<file path="config.mk">
export PLATFORM = sky130hd
export DESIGN_NAME = smbus_slave_register_access
export DESIGN_NICKNAME = d
export VERILOG_FILES = /design/src/hdl/smbus_slave_pkg.sv /design/src/hdl/pin_events_if.sv /design/src/hdl/pin_event_sync.sv /design/src/hdl/smbus_slave_register_access.sv
export VERILOG_INCLUDE_DIRS = /design/src /design/src/hdl
export SDC_FILE = /design/constraint.sdc
export NUM_CORES = 1
export LEC_CHECK = 0
export BUFFER_PORTS_ARGS = -buffer_cell sky130_fd_sc_hd__buf_4
export CORE_UTILIZATION = 50
export DETAILED_ROUTE_END_ITERATION = 8
export PLACE_DENSITY = 0.71
export SLEW_MARGIN = 20
export SYNTH_ARGS = -nofsm -noshare
export SYNTH_HDL_FRONTEND = slang
export SYNTH_SLANG_ARGS = --single-unit
</file>
<file path="constraint.sdc">
create_clock -name clk -period 3.65 [get_ports clk]
set_input_delay 0.73 -clock clk [delete_from_list [all_inputs] [get_ports clk]]
set_output_delay 0.73 -clock clk [all_outputs]
set_load 0.02 [all_outputs]
</file>
<file path="src/hdl/smbus_slave_consts.svh">
// Purpose: Constants for the serial management-bus slave port.
// Assumes: Included by bare name; definitions only.
// Notes: Function list below.
//
// Function
// - Answer to 7-bit address: fixed upper five bits 01011, two strap bits.
// - Strap grounded gives 00, tied high 01, unconnected 10.
// - Strap bits latched once after power-up; later changes ignored.
// - Strap sampled at first bus activity after power-up.
// - Start is data falling with clock high; then eight bits, address MSB first.
// - On address match, pull data low in the low period before ninth pulse.
// - On mismatch stay idle and release the bus until the transfer ends.
// - Direction bit 0 means master writes, 1 means master reads.
// - Each byte is nine clock pulses: eight data then receiver acknowledge.
// - Data changes only with clock low; data rising with clock high is stop.
// - Direction fixed by address byte; a change needs a new start.
// - Writes carry one or two bytes; reads return a single byte.
// - First byte after address in every write loads the register pointer.
// - A second write byte goes to the register the pointer selects.
// - Reads return the selected register without rewriting the pointer.
// - Send Byte, Receive Byte and Read Byte formats are supported.
`ifndef SMBUS_SLAVE_CONSTS_SVH
`define SMBUS_SLAVE_CONSTS_SVH
`define ADDR_PREFIX      5'h0b
`define STRAP_GND        2'h0
`define STRAP_VCC        2'h1
`define STRAP_OPEN       2'h2
`define BITS_PER_BYTE    4'h8
`define BIT_CNT_ZERO     4'h0
`define BIT_CNT_ONE      4'h1
`define BYTE_IDX_PTR     2'h0
`define BYTE_IDX_DATA    2'h1
`define BYTE_IDX_ONE     2'h1
`define BYTE_ZERO        8'h00
`define PTR_RESET        8'h00
`define DIR_READ         1'b1
`endif

</file>
<file path="src/hdl/smbus_slave_pkg.sv">
// Purpose: Types for the serial management-bus slave port.
// Assumes: Nothing beyond SystemVerilog.
// Notes: Constants live in smbus_slave_consts.svh.
package smbus_slave_pkg;
  typedef enum logic [2:0] {
    st_idle,
    st_addr,
    st_addr_ack,
    st_wr_byte,
    st_wr_ack,
    st_rd_byte,
    st_rd_ack,
    st_ignore
  } slave_state_t;
endpackage

</file>
<file path="src/hdl/pin_events_if.sv">
// Purpose: Synchronised pin levels and edge events passed to the slave core.
// Assumes: All signals are on clk.
// Notes: One-cycle pulses for edges.
`timescale 1ns/1ps
`default_nettype none
interface pin_events_if;
  logic scl_lvl;
  logic scl_rise;
  logic scl_fall;
  logic sda_rise;
  logic sda_fall;
  logic strap_hi;
  logic strap_lo;
  modport sync (output scl_lvl, scl_rise, scl_fall, sda_rise, sda_fall, strap_hi, strap_lo);
  modport core (input scl_lvl, scl_rise, scl_fall, sda_rise, sda_fall, strap_hi, strap_lo);
endinterface
`default_nettype wire

</file>
<file path="src/hdl/pin_event_sync.sv">
// Purpose: Two-stage synchronisers for bus and strap pins; edge detection for the bus pins only.
// Assumes: Pins are asynchronous to clk.
// Notes: First stage feeds only the second stage.
`timescale 1ns/1ps
`default_nettype none
module pin_event_sync
(
  // Clock and reset
  input  wire logic       clk,
  input  wire logic       rst_n,
  input  wire logic       ce,
  // Raw pins
  input  wire logic [3:0] pins_i,
  // Events
  pin_events_if.sync      ev
);
  logic [3:0] meta_reg;
  logic [3:0] meta_next;
  logic [3:0] sync_reg;
  logic [3:0] sync_next;
  logic [1:0] prev_reg;
  logic [1:0] prev_next;

  always_comb
  begin
    meta_next = ce ? pins_i : meta_reg;
    sync_next = ce ? meta_reg : sync_reg;
    prev_next = ce ? sync_reg[1:0] : prev_reg;
  end

  // Idle bus lines are high, so resetting to one avoids a false edge.
  always_ff @(posedge clk or negedge rst_n)
  begin
    if (!rst_n)
    begin
      meta_reg <= 4'h3;
      sync_reg <= 4'h3;
      prev_reg <= 2'h3;
    end
    else
    begin
      meta_reg <= meta_next;
      sync_reg <= sync_next;
      prev_reg <= prev_next;
    end
  end

  assign ev.scl_lvl  = sync_reg[0];
  assign ev.scl_rise = ce &  sync_reg[0] & ~prev_reg[0];
  assign ev.scl_fall = ce & ~sync_reg[0] &  prev_reg[0];
  assign ev.sda_rise = ce &  sync_reg[1] & ~prev_reg[1];
  assign ev.sda_fall = ce & ~sync_reg[1] &  prev_reg[1];
  assign ev.strap_hi = sync_reg[2];
  assign ev.strap_lo = sync_reg[3];
endmodule // pin_event_sync
`default_nettype wire

</file>
<file path="src/hdl/smbus_slave_register_access.sv">
// Purpose: Management-bus slave: address decode, pointer, byte write and read.
// Assumes: Register contents live outside; reg_rdata is on clk.
// Notes: Bus pins are oversampled by clk, so SCL must be far slower than clk.
`timescale 1ns/1ps
`default_nettype none
`include "smbus_slave_consts.svh"
module smbus_slave_register_access
(
  // Clock, reset, enable
  input  wire logic       clk,
  input  wire logic       rst_n,
  input  wire logic       ce,
  // Bus pins
  input  wire logic       scl_i,
  input  wire logic       sda_i,
  output logic            sda_o,
  output logic            sda_oe,
  // Strap comparators on the shared strap pin
  input  wire logic       shared_strap_pin_near_vcc,
  input  wire logic       shared_strap_pin_near_gnd,
  // Register side
  output logic [7:0]      reg_ptr,
  output logic [7:0]      reg_wdata,
  output logic            reg_wr,
  input  wire logic [7:0] reg_rdata,
  // Status
  output logic [1:0]      strap_addr_bits,
  output logic            strap_valid
);
  pin_events_if ev ();

  pin_event_sync u_sync
  (
    .clk    (clk),
    .rst_n  (rst_n),
    .ce     (ce),
    .pins_i ({shared_strap_pin_near_gnd, shared_strap_pin_near_vcc, sda_i, scl_i}),
    .ev     (ev)
  );

  smbus_slave_pkg::slave_state_t state_reg;
  smbus_slave_pkg::slave_state_t state_next;
  logic [7:0] shift_reg;
  logic [7:0] shift_next;
  logic [3:0] bit_cnt_reg;
  logic [3:0] bit_cnt_next;
  logic [1:0] byte_idx_reg;
  logic [1:0] byte_idx_next;
  logic [7:0] ptr_reg;
  logic [7:0] ptr_next;
  logic [7:0] wdata_reg;
  logic [7:0] wdata_next;
  logic       wr_reg;
  logic       wr_next;
  logic       oe_reg;
  logic       oe_next;
  logic [1:0] strap_reg;
  logic [1:0] strap_next;
  logic       strap_ok_reg;
  logic       strap_ok_next;
  logic [1:0] strap_decoded;
  logic       start_seen;
  logic       stop_seen;
  logic       activity;
  logic       addr_match;
  // Level copy of the synchronised data line, tracked from its edges.
  logic       sda_lvl_reg;
  logic       sda_lvl_next;

  // The strap is a three-level pin: both comparators quiet means open.
  always_comb
  begin
    if (ev.strap_lo)
      strap_decoded = `STRAP_GND;
    else if (ev.strap_hi)
      strap_decoded = `STRAP_VCC;
    else
      strap_decoded = `STRAP_OPEN;
  end

  assign start_seen = ev.sda_fall & ev.scl_lvl;
  assign stop_seen  = ev.sda_rise & ev.scl_lvl;
  assign activity   = ev.scl_fall | ev.sda_fall;
  // Before latching, the live strap is used so the first address still matches.
  assign addr_match = (shift_reg[7:1] == {`ADDR_PREFIX, strap_ok_reg ? strap_reg : strap_decoded});

  always_comb
  begin
    state_next    = state_reg;
    shift_next    = shift_reg;
    bit_cnt_next  = bit_cnt_reg;
    byte_idx_next = byte_idx_reg;
    ptr_next      = ptr_reg;
    wdata_next    = wdata_reg;
    wr_next       = 1'b0;
    oe_next       = oe_reg;
    strap_next    = strap_reg;
    strap_ok_next = strap_ok_reg;
    if (ce)
    begin
      // Latched once; only a reset, standing in for power-up, rearms it.
      if (!strap_ok_reg && activity)
      begin
        strap_next    = strap_decoded;
        strap_ok_next = 1'b1;
      end
      if (start_seen)
      begin
        // A fresh start always reopens address phase, fixing the direction anew.
        state_next    = smbus_slave_pkg::st_addr;
        bit_cnt_next  = `BIT_CNT_ZERO;
        byte_idx_next = `BYTE_IDX_PTR;
        oe_next       = 1'b0;
      end
      else if (stop_seen)
      begin
        state_next = smbus_slave_pkg::st_idle;
        oe_next    = 1'b0;
      end
      else
      begin
        unique case (state_reg)
          smbus_slave_pkg::st_idle,
          smbus_slave_pkg::st_ignore:
          begin
            oe_next = 1'b0;
          end
          smbus_slave_pkg::st_addr,
          smbus_slave_pkg::st_wr_byte:
          begin
            if (ev.scl_rise)
            begin
              shift_next   = {shift_reg[6:0], ev.sda_rise | sda_lvl_reg};
              bit_cnt_next = bit_cnt_reg + `BIT_CNT_ONE;
            end
            else if (ev.scl_fall && bit_cnt_reg == `BITS_PER_BYTE)
            begin
              if (state_reg == smbus_slave_pkg::st_addr)
              begin
                if (addr_match)
                begin
                  state_next = smbus_slave_pkg::st_addr_ack;
                  oe_next    = 1'b1;
                end
                else
                begin
                  state_next = smbus_slave_pkg::st_ignore;
                end
              end
              else if (byte_idx_reg == `BYTE_IDX_PTR)
              begin
                ptr_next      = shift_reg;
                byte_idx_next = `BYTE_IDX_ONE;
                state_next    = smbus_slave_pkg::st_wr_ack;
                oe_next       = 1'b1;
              end
              else if (byte_idx_reg == `BYTE_IDX_DATA)
              begin
                wdata_next    = shift_reg;
                wr_next       = 1'b1;
                byte_idx_next = byte_idx_reg + `BYTE_IDX_ONE;
                state_next    = smbus_slave_pkg::st_wr_ack;
                oe_next       = 1'b1;
              end
              else
              begin
                // A third byte is refused: no acknowledge, bus released.
                state_next = smbus_slave_pkg::st_ignore;
              end
            end
          end
          smbus_slave_pkg::st_addr_ack:
          begin
            if (ev.scl_fall)
            begin
              bit_cnt_next = `BIT_CNT_ZERO;
              if (shift_reg[0] == `DIR_READ)
              begin
                shift_next = reg_rdata;
                state_next = smbus_slave_pkg::st_rd_byte;
                oe_next    = ~reg_rdata[7];
              end
              else
              begin
                state_next = smbus_slave_pkg::st_wr_byte;
                oe_next    = 1'b0;
              end
            end
          end
          smbus_slave_pkg::st_wr_ack:
          begin
            if (ev.scl_fall)
            begin
              state_next   = smbus_slave_pkg::st_wr_byte;
              bit_cnt_next = `BIT_CNT_ZERO;
              oe_next      = 1'b0;
            end
          end
          smbus_slave_pkg::st_rd_byte:
          begin
            if (ev.scl_rise)
            begin
              bit_cnt_next = bit_cnt_reg + `BIT_CNT_ONE;
            end
            else if (ev.scl_fall)
            begin
              if (bit_cnt_reg == `BITS_PER_BYTE)
              begin
                state_next = smbus_slave_pkg::st_rd_ack;
                oe_next    = 1'b0;
              end
              else
              begin
                shift_next = {shift_reg[6:0], 1'b0};
                oe_next    = ~shift_reg[6];
              end
            end
          end
          smbus_slave_pkg::st_rd_ack:
          begin
            // Only one byte is returned whatever the master answers.
            if (ev.scl_fall)
            begin
              state_next = smbus_slave_pkg::st_ignore;
            end
          end
        endcase
      end
    end
  end

  always_comb
  begin
    sda_lvl_next = sda_lvl_reg;
    if (ev.sda_rise)
      sda_lvl_next = 1'b1;
    else if (ev.sda_fall)
      sda_lvl_next = 1'b0;
  end

  always_ff @(posedge clk or negedge rst_n)
  begin
    if (!rst_n)
    begin
      state_reg    <= smbus_slave_pkg::st_idle;
      shift_reg    <= `BYTE_ZERO;
      bit_cnt_reg  <= `BIT_CNT_ZERO;
      byte_idx_reg <= `BYTE_IDX_PTR;
      ptr_reg      <= `PTR_RESET;
      wdata_reg    <= `BYTE_ZERO;
      wr_reg       <= 1'b0;
      oe_reg       <= 1'b0;
      strap_reg    <= `STRAP_OPEN;
      strap_ok_reg <= 1'b0;
      sda_lvl_reg  <= 1'b1;
    end
    else
    begin
      state_reg    <= state_next;
      shift_reg    <= shift_next;
      bit_cnt_reg  <= bit_cnt_next;
      byte_idx_reg <= byte_idx_next;
      ptr_reg      <= ptr_next;
      wdata_reg    <= wdata_next;
      wr_reg       <= wr_next;
      oe_reg       <= oe_next;
      strap_reg    <= strap_next;
      strap_ok_reg <= strap_ok_next;
      sda_lvl_reg  <= sda_lvl_next;
    end
  end

  assign sda_o           = 1'b0;
  assign sda_oe          = oe_reg;
  assign reg_ptr         = ptr_reg;
  assign reg_wdata       = wdata_reg;
  assign reg_wr          = wr_reg;
  assign strap_addr_bits = strap_reg;
  assign strap_valid     = strap_ok_reg;
endmodule // smbus_slave_register_access
`default_nettype wire

</file>
==> results of run 1 <==
## Yosys cell counts, drive strengths merged, types with 3 or more instances
library cell   n  area (um^2)
a21oi         15         78.8
nor2           8         30.0
o41ai          4         53.8
o21ai         27          135
dfrtp         41         1030
or3            3         18.8
nor4b          3         26.3
and3           3         21.3
buf           10         77.6
clkbuf         6         52.6
nand2b         3         18.8
dfstp          8          210
nor3           5         25.0
nand2         30          115
ha             5         62.6
nand3          8         40.0
inv           16         60.1
mux2          26          319
## routing by layer
layer / wire (um) / vias up / global-route usage, %
met5: 0 / - / 0
met3: 200 / 6 / 3.97
li1: - / 972 / -
met2: 2360 / 47 / 32.6
met4: 70 / 0 / 6.17
met1: 2420 / 945 / 26.6
## layout make-up
cell class / count / area, um^2 / share of cell area [%]
Multi-Input combinational cell: 178 / 1290 / 42.7
Sequential cell: 49 / 1240 / 40.8
Timing Repair Buffer: 35 / 263 / 8.68
Tap cell: 70 / 87.6 / 2.89
Clock buffer: 6 / 72.6 / 2.40
Inverter: 16 / 60.1 / 1.98
Clock inverter: 2 / 15.0 / 0.496
## path summary, 6_finish.rpt
kind / start / to / slack, ns
max reg2reg: state_reg[1] / shift_reg[5] / 1.29
min: rst_n / reg_ptr[3] / 0.43
max: state_reg[1] / shift_reg[5] / 1.29
min reg2reg: u_sync.meta_reg[2] / u_sync.sync_reg[2] / 0.49
max in group asynchronous: rst_n / state_reg[1] / 2.82
min in group clk: u_sync.meta_reg[2] / u_sync.sync_reg[2] / 0.49
## per-stage QoR
step	total power [mW]	hold WS [ns]
after floorplan	1.33	0.434
after global placement	1.42	0.466
after detailed placement	1.44	0.475
after CTS	1.76	0.449
after global routing	1.87	0.477
final	1.74	0.430
## worst max-delay path, delay by kind of cell (launching register included)
family          cells  cell delay, ns
compound gates      2            0.67
flops               1            0.63
simple gates        1            0.62
mux                 1            0.34
## cell families after synthesis
logic type,after synthesis,synth area share [%]
flip-flops,49,45.4
AND/OR/NAND/NOR,83,17.9
adder cells (fa/ha/maj),5,2.30
multiplexers,27,12.1
other,1,0.138
AO/OA/AOI/OAI,61,14.8
XOR/XNOR,1,0.322
buffers and inverters,32,6.99
## power by group
group	switching [mW]	total, mW	internal (mW)	leakage [nW]
logic	0.307	0.602	0.295	0.762
registers	0.171	0.826	0.655	0.615
clock network	0.181	0.316	0.135	0.0374
==> results.sh, run 1 <==
export IMPL_pre_cts_ws_ns=1.21
export IMPL_cts_made_buffers=5
export IMPL_grt_pass1_wl_um=8470
export IMPL_max_slew_margin_pct=60.1
export IMPL_stdcell_area_mm2=0.00303
export IMPL_nets=305
export IMPL_ys_seq_area_share_pct=45.4
export IMPL_placed_cell_area_mm2=0.00294
export IMPL_antenna_found_initial=0
export IMPL_tns_ns=0
export IMPL_hp_class="in2async"
export IMPL_synth_warning_count=0
export IMPL_cts_setup_buffers=0
export IMPL_insertion_delay_ns=0.30
export IMPL_cp_start_kind="register"
export IMPL_crit_path_end_kind="register"
export IMPL_die_area_mm2=0.00574
export IMPL_worstSetupPathType="reg2reg"
export IMPL_syn_area_per_cell_um2=10.5
export IMPL_postSynthCellCount=259
export IMPL_grt_usage_pct=19.9
export IMPL_layout_common_cells="41 x dfrtp_1, 35 x buf_4, 29 x nand2_1"
export IMPL_worst_slack_ns=1.29
export IMPL_rsz0062_at_grt="no"
export IMPL_syn2layout_area_growth_pct=11.3
export IMPL_via_per_inst=5.53
export IMPL_final_util_pct=58.5
export IMPL_max_stage_delay_ns=0.63
export IMPL_drtIter0Drc=67
export IMPL_route_detailed_drc=0
export IMPL_outcome="completed"
export IMPL_synthArstFlopShare_pct=100
export IMPL_avgRoutedWirePerCell_um=14.2
export IMPL_reg2reg_depth=4
export IMPL_rows=26
export IMPL_io_buffer_count=35
export IMPL_start_util_pct=52.6
export IMPL_crit_slowest_cell="dfrtp_1"
export IMPL_skew_ns=0.00776
export IMPL_synth_flop_cell="dfrtp_1"
export IMPL_p_per_area_mw_per_mm2=576
export IMPL_synth_nets=279
export IMPL_htreeDepth=2
export IMPL_max_freq_mhz=424
export IMPL_layout_cells_non_filler=356
export IMPL_crit_required_ns=3.84
export IMPL_crit_chain="or3b_1, o21ai_0, a21o_1, mux2_4"
export IMPL_num_vias=1970
export IMPL_die_x_um=75.8
export IMPL_core_area_mm2=0.00517
export IMPL_cp_arrival_ns=2.55
export IMPL_grt_max_degree=50
export IMPL_detail_route_antenna_nets=0
export IMPL_synth_seq_cells=49
export IMPL_final_common_cell="dfrtp_1"
export IMPL_clockBufferDepth=2
export IMPL_drt_wl_total_um=5060
export IMPL_setup_viol=0
export IMPL_hpwl_um=3610
export IMPL_fillCellCount=457
export IMPL_yosysUniqueCellTypes=59
export IMPL_first_pass_iters=4
export IMPL_io_pins=37
export IMPL_post_route_cells_drive_above_1_share_pct=31.8
export IMPL_ctsHoldBuffers=0
export IMPL_grt_overflow=0
export IMPL_cap_violations=0
export IMPL_leakage_nw=1.41
export IMPL_clock_sinks=49
export IMPL_critPathMaxFanout=18
export IMPL_ir_drop_v=0.000298
export IMPL_hold_violations=0
export IMPL_root_buffer="clkbuf_8"
export IMPL_grt_pass1_vias=1813
export IMPL_synth_edf_count=0
export IMPL_cts_tree="done"
export IMPL_numPlacedInstances=348
export IMPL_finalMaxSlewViolations=0
export IMPL_die_h_um=75.8
export IMPL_fin_crit_sh_pct=64.6
export IMPL_finalCriticalPeriod_ns=2.36
export IMPL_synth_area_mm2=0.00272
export IMPL_max_slew_worst_pin_slew_ns=0.598
export IMPL_gp_congestion=0.940
export IMPL_clk_pin_slew_ns=0.09
export IMPL_ctsResizeCount=0
export IMPL_diodes=0
No activity file was read; power rests on OpenSTA's default activity.
==> inputs of run 2 (changes only) <==
Settings changed: PLACE_DENSITY 0.71 to 0.74.
Clock period 3.65 ns to 2.1 ns, I/O delays scaled along.
==> run 2 against run 1 <==
Compared with the run above: clock power increased by 75%; die area unchanged; fmax increased by 23%; register-to-register slack got worse by 1.1 ns; via count increased by 0.61%; combinational power increased by 99%; critical path type unchanged; critical endpoint is now shift_reg[7]; largest cell class unchanged.
==> results.sh, run 2 (synthesis gave the netlist of run 1 again) <==
export IMPL_cp_start_kind="register"
export IMPL_p_sw_share_pct=37.4
export IMPL_r2r_end="shift_reg[7]"
export IMPL_grt_max_degree=50
export IMPL_drtIter0Drc=66
export IMPL_clockBufferDepth=2
export IMPL_crit_slowest_cell="dfrtp_1"
export IMPL_r2r_start="bit_cnt_reg[0]"
export IMPL_final_common_cell="buf_4"
export IMPL_p_per_area_mw_per_mm2=1000
export IMPL_io_buffer_count=35
export IMPL_p_comb_share_pct=38.6
export IMPL_max_slew_worst_pin_slew_ns=0.580
export IMPL_cts_made_buffers=5
export IMPL_die_h_um=75.8
export IMPL_num_vias=1982
export IMPL_grt_pass1_wl_um=8630
export IMPL_p_sw_mw=1.16
export IMPL_reg2reg_slack_ns=0.18
export IMPL_seqPwrFrac_pct=43.6
export IMPL_intPower_mw=1.94
export IMPL_outcome="completed"
export IMPL_worstSetupPathType="reg2reg"
export IMPL_leakage_nw=1.46
export IMPL_crit_path_end_kind="register"
export IMPL_rows=26
export IMPL_tns_ns=0
export IMPL_post_route_cells_drive_above_1_share_pct=34.7
export IMPL_stdcell_area_mm2=0.00309
export IMPL_die_x_um=75.8
export IMPL_critPathTopFamily="compound AO/OA/AOI/OAI gates"
export IMPL_detail_route_antenna_nets=0
export IMPL_layout_common_cells="43 x buf_4, 41 x dfrtp_1, 29 x nand2_1"
export IMPL_clock_power_share_pct=17.8
export IMPL_max_stage_delay_ns=0.41
export IMPL_insertion_delay_ns=0.31
export IMPL_fillCellCount=448
export IMPL_max_slew_margin_pct=61.3
export IMPL_grt_usage_pct=20.3
export IMPL_first_pass_iters=4
export IMPL_gp_congestion=0.915
export IMPL_hpwl_um=3600
export IMPL_antenna_found_initial=0
export IMPL_clock_sinks=49
export IMPL_route_detailed_drc=0
export IMPL_crit_chain="inv_1, ha_1, and3b_1, o21ai_0, nand3_1, a21o_1, mux2_4"
export IMPL_grt_overflow=0
export IMPL_cp_arrival_ns=2.11
export IMPL_hold_violations=0
export IMPL_skew_ns=0.00962
export IMPL_finalCriticalPeriod_ns=1.92
export IMPL_grt_pass1_vias=1884
export IMPL_path_buf_inv=1
export IMPL_diodes=0
export IMPL_start_util_pct=52.6
export IMPL_core_area_mm2=0.00517
export IMPL_drt_wl_total_um=5010
export IMPL_crit_required_ns=2.29
export IMPL_holdWs_ns=0.111
export IMPL_syn2layout_area_growth_pct=13.8
export IMPL_critPathMaxFanout=7
export IMPL_via_per_inst=5.45
export IMPL_ctsResizeCount=0
export IMPL_nets=313
export IMPL_crit_start="bit_cnt_reg[0]"
export IMPL_reg2reg_depth=7
export IMPL_clk_pin_slew_ns=0.09
export IMPL_fin_crit_sh_pct=91.6
export IMPL_setup_viol=0
export IMPL_htreeDepth=2
export IMPL_die_area_mm2=0.00574
export IMPL_avgRoutedWirePerCell_um=13.8
export IMPL_rsz0062_at_grt="no"
export IMPL_cts_tree="done"
export IMPL_root_buffer="clkbuf_8"
export IMPL_cts_setup_buffers=0
export IMPL_hp_class="in2async"
export IMPL_cap_violations=0
export IMPL_max_freq_mhz=520
export IMPL_ir_drop_v=0.000588
export IMPL_ctsHoldBuffers=0
export IMPL_finalMaxSlewViolations=0
export IMPL_io_pins=37
export IMPL_placed_cell_area_mm2=0.00300
-- run 2: power groups by stage --
stage	sequential (mW)	clock (mW)	combinational, mW
after floorplan	1.31	0	0.994
after global placement	1.36	0	1.17
after CTS	1.35	0.574	1.20
after global routing	1.39	0.618	1.34
final	1.35	0.553	1.20
after detailed placement	1.37	0	1.19
-- run 2: area by class of cell --
class	count	area (um^2)	share of cell area [%]
clock inverter	3	22.5	0.728
timing repair buffer	43	323	10.4
multi-input combinational	178	1300	41.9
sequential	49	1240	40.0
clock buffer	5	68.8	2.22
tap	70	87.6	2.83
inverter	16	60.1	1.94
-- run 2: worst max-delay path by stage --
stage / endpoint / slack [ns] / cells after the start
2_1_floorplan: state_reg[2] / 0.29 / 5
3_3_place_gp: reg_wdata[3] / 0.14 / 5
3_5_place_dp: reg_wdata[3] / 0.06 / 5
4_1_cts: reg_wdata[7] / 0.05 / 4
5_1_grt: shift_reg[7] / 0.004 / 7
6_report: shift_reg[7] / 0.18 / 7
-- run 2: stage by stage --
stage	util, %	std cells	setup slack, ns	power (mW)
CTS	59.8	364	0.0495	3.12
global route	59.8	364	0.00377	3.34
finish	59.8	364	0.176	3.10
detailed placement	58.0	356	0.0637	2.56
floorplan	-	259	0.293	2.31
global placement	58.0	356	0.137	2.53
-- run 2: metal layers --
metal | track usage (%) | wire length [um] | part of all wire [%]
met4 | 7.20 | 57 | 1.1
met1 | 27.2 | 2320 | 46
met3 | 4.37 | 206 | 4.1
met2 | 32.4 | 2420 | 48
met5 | 0 | 0 | 0
==> inputs of run 3 (changes only) <==
Settings changed: CTS_BUF_LIST set to sky130_fd_sc_hd__clkbuf_4.
==> run 3 against run 2 <==
Compared with the run above: register-to-register slack about the same; non-clock buffer count unchanged; global-route usage fell by 0.39 points; critical endpoint is now reg_ptr[7]; worst hold slack lost 0.082 ns; clock skew is 0.0025 ns higher; via count up 1.6%.
==> results.sh, run 3 (synthesis gave the netlist of run 1 again) <==
export IMPL_setup_viol=0
export IMPL_crit_chain="and3b_2, and4_2, nand2_2, mux2_2"
export IMPL_critPathMaxFanout=12
export IMPL_clockBufferDepth=2
export IMPL_num_vias=2014
export IMPL_cp_start_kind="register"
export IMPL_post_route_cells_drive_above_1_share_pct=35.0
export IMPL_drt_wl_total_um=4910
export IMPL_grt_overflow=0
export IMPL_via_per_inst=5.53
export IMPL_crit_slowest_cell="dfstp_2"
export IMPL_layout_common_cells="43 x buf_4, 41 x dfrtp_1, 29 x nand2_1"
export IMPL_max_slew_worst_pin_slew_ns=0.578
export IMPL_worstSetupPathType="reg2reg"
export IMPL_rows=26
export IMPL_ir_drop_v=0.000515
export IMPL_p_per_area_mw_per_mm2=973
export IMPL_hpwl_um=3600
export IMPL_hold_violations=0
export IMPL_grt_pass1_wl_um=8590
export IMPL_r2r_start="u_sync.sync_reg[0]"
export IMPL_route_detailed_drc=0
export IMPL_cts_tree="done"
export IMPL_reg2reg_slack_ns=0.17
export IMPL_syn2layout_area_growth_pct=12.6
export IMPL_fin_crit_sh_pct=91.7
export IMPL_first_pass_iters=4
export IMPL_detail_route_antenna_nets=0
export IMPL_finalCriticalPeriod_ns=1.93
export IMPL_diodes=0
export IMPL_insertion_delay_ns=0.37
export IMPL_crit_required_ns=2.36
export IMPL_root_buffer="clkbuf_4"
export IMPL_drtIter0Drc=81
export IMPL_skew_ns=0.0121
export IMPL_max_slew_margin_pct=61.5
export IMPL_nets=313
export IMPL_clk_pin_slew_ns=0.14
export IMPL_stdcell_area_mm2=0.00306
export IMPL_grt_usage_pct=19.9
export IMPL_cap_violations=0
export IMPL_outcome="completed"
export IMPL_die_h_um=75.8
export IMPL_antenna_found_initial=0
export IMPL_die_area_mm2=0.00574
export IMPL_grt_max_degree=50
export IMPL_fillCellCount=448
export IMPL_avgRoutedWirePerCell_um=13.5
export IMPL_max_stage_delay_ns=0.66
export IMPL_leakage_nw=1.45
export IMPL_finalMaxSlewViolations=0
export IMPL_max_freq_mhz=519
export IMPL_htreeDepth=2
export IMPL_rsz0062_at_grt="no"
export IMPL_r2r_end="reg_ptr[7]"
export IMPL_io_buffer_count=35
export IMPL_final_common_cell="buf_4"
export IMPL_hp_class="in2async"
export IMPL_clock_sinks=49
export IMPL_start_util_pct=52.6
export IMPL_gp_congestion=0.915
export IMPL_cp_arrival_ns=2.19
export IMPL_grt_pass1_vias=1881
export IMPL_core_area_mm2=0.00517
export IMPL_crit_path_end_kind="register"
export IMPL_die_x_um=75.8
export IMPL_io_pins=37
export IMPL_placed_cell_area_mm2=0.00300
export IMPL_reg2reg_depth=4
export IMPL_cts_made_buffers=5
export IMPL_tns_ns=0
export IMPL_power_total_mw=2.98
-- run 3: cell counts in the layout (fill, tap and decap cells not counted) --
No cell type changed its count.
-- run 3: worst max path at each step --
stage | from | to | slack [ns]
after global placement | ce | reg_wdata[3] | 0.14
after detailed placement | ce | reg_wdata[3] | 0.06
after CTS | u_sync.prev_reg[0] | reg_wdata[7] | 0.07
final | u_sync.sync_reg[0] | reg_ptr[7] | 0.17
after floorplan | u_sync.prev_reg[0] | state_reg[2] | 0.29
after global routing | bit_cnt_reg[1] | sda_oe | 0.02
-- run 3: where the power goes --
| group | leakage, nW | total, mW | switching (mW) | internal (mW) |
|---|---|---|---|---|
| sequential | 0.615 | 1.35 | 0.211 | 1.14 |
| clock | 0.0352 | 0.435 | 0.302 | 0.133 |
| combinational | 0.800 | 1.20 | 0.630 | 0.566 |
| total | 1.45 | 2.98 | 1.14 | 1.84 |
-- run 3: area by class of cell --
| type | instances | area [um^2] | share of cell area, % |
|---|---|---|---|
| Clock buffer | 5 | 37.5 | 1.22 |
| Clock inverter | 3 | 22.5 | 0.735 |
| Inverter | 16 | 60.1 | 1.96 |
| Multi-Input combinational cell | 178 | 1300 | 42.3 |
| Sequential cell | 49 | 1240 | 40.3 |
| Tap cell | 70 | 87.6 | 2.86 |
| Timing Repair Buffer | 43 | 323 | 10.5 |
-- run 3: through the flow --
stage | worst slack, ns | instances | hold WS, ns | utilization (%)
2_1_floorplan | 0.293 | 259 | 0.124 | -
3_3_place_gp | 0.137 | 356 | 0.462 | 58.0
3_5_place_dp | 0.0637 | 356 | 0.467 | 58.0
4_1_cts | 0.0670 | 364 | 0.0390 | 59.2
5_1_grt | 0.0172 | 364 | 0.0562 | 59.2
6_report | 0.173 | 364 | 0.0298 | 59.2
-- run 3: routing by layer --
metal	vias to the layer above	global-route usage (%)	part of all wire, %
met5	-	0	0
met3	8	4.10	3.4
met1	981	27.0	48
met4	0	7.00	1.5
li1	990	-	-
met2	35	31.7	47
-- run 3: critical path: cells and delay by family (launching register included) --
| family | cells | cell delay [ns] |
|---|---|---|
| flip-flops | 1 | 0.66 |
| AND/OR/NAND/NOR | 3 | 0.80 |
| multiplexers | 1 | 0.36 |
-- run 3: timing repair --
item	in CTS	in global routing
gates resized for setup	0	3
setup buffers	0	0
endpoints found under the setup margin	0	12
hold buffers	0	0
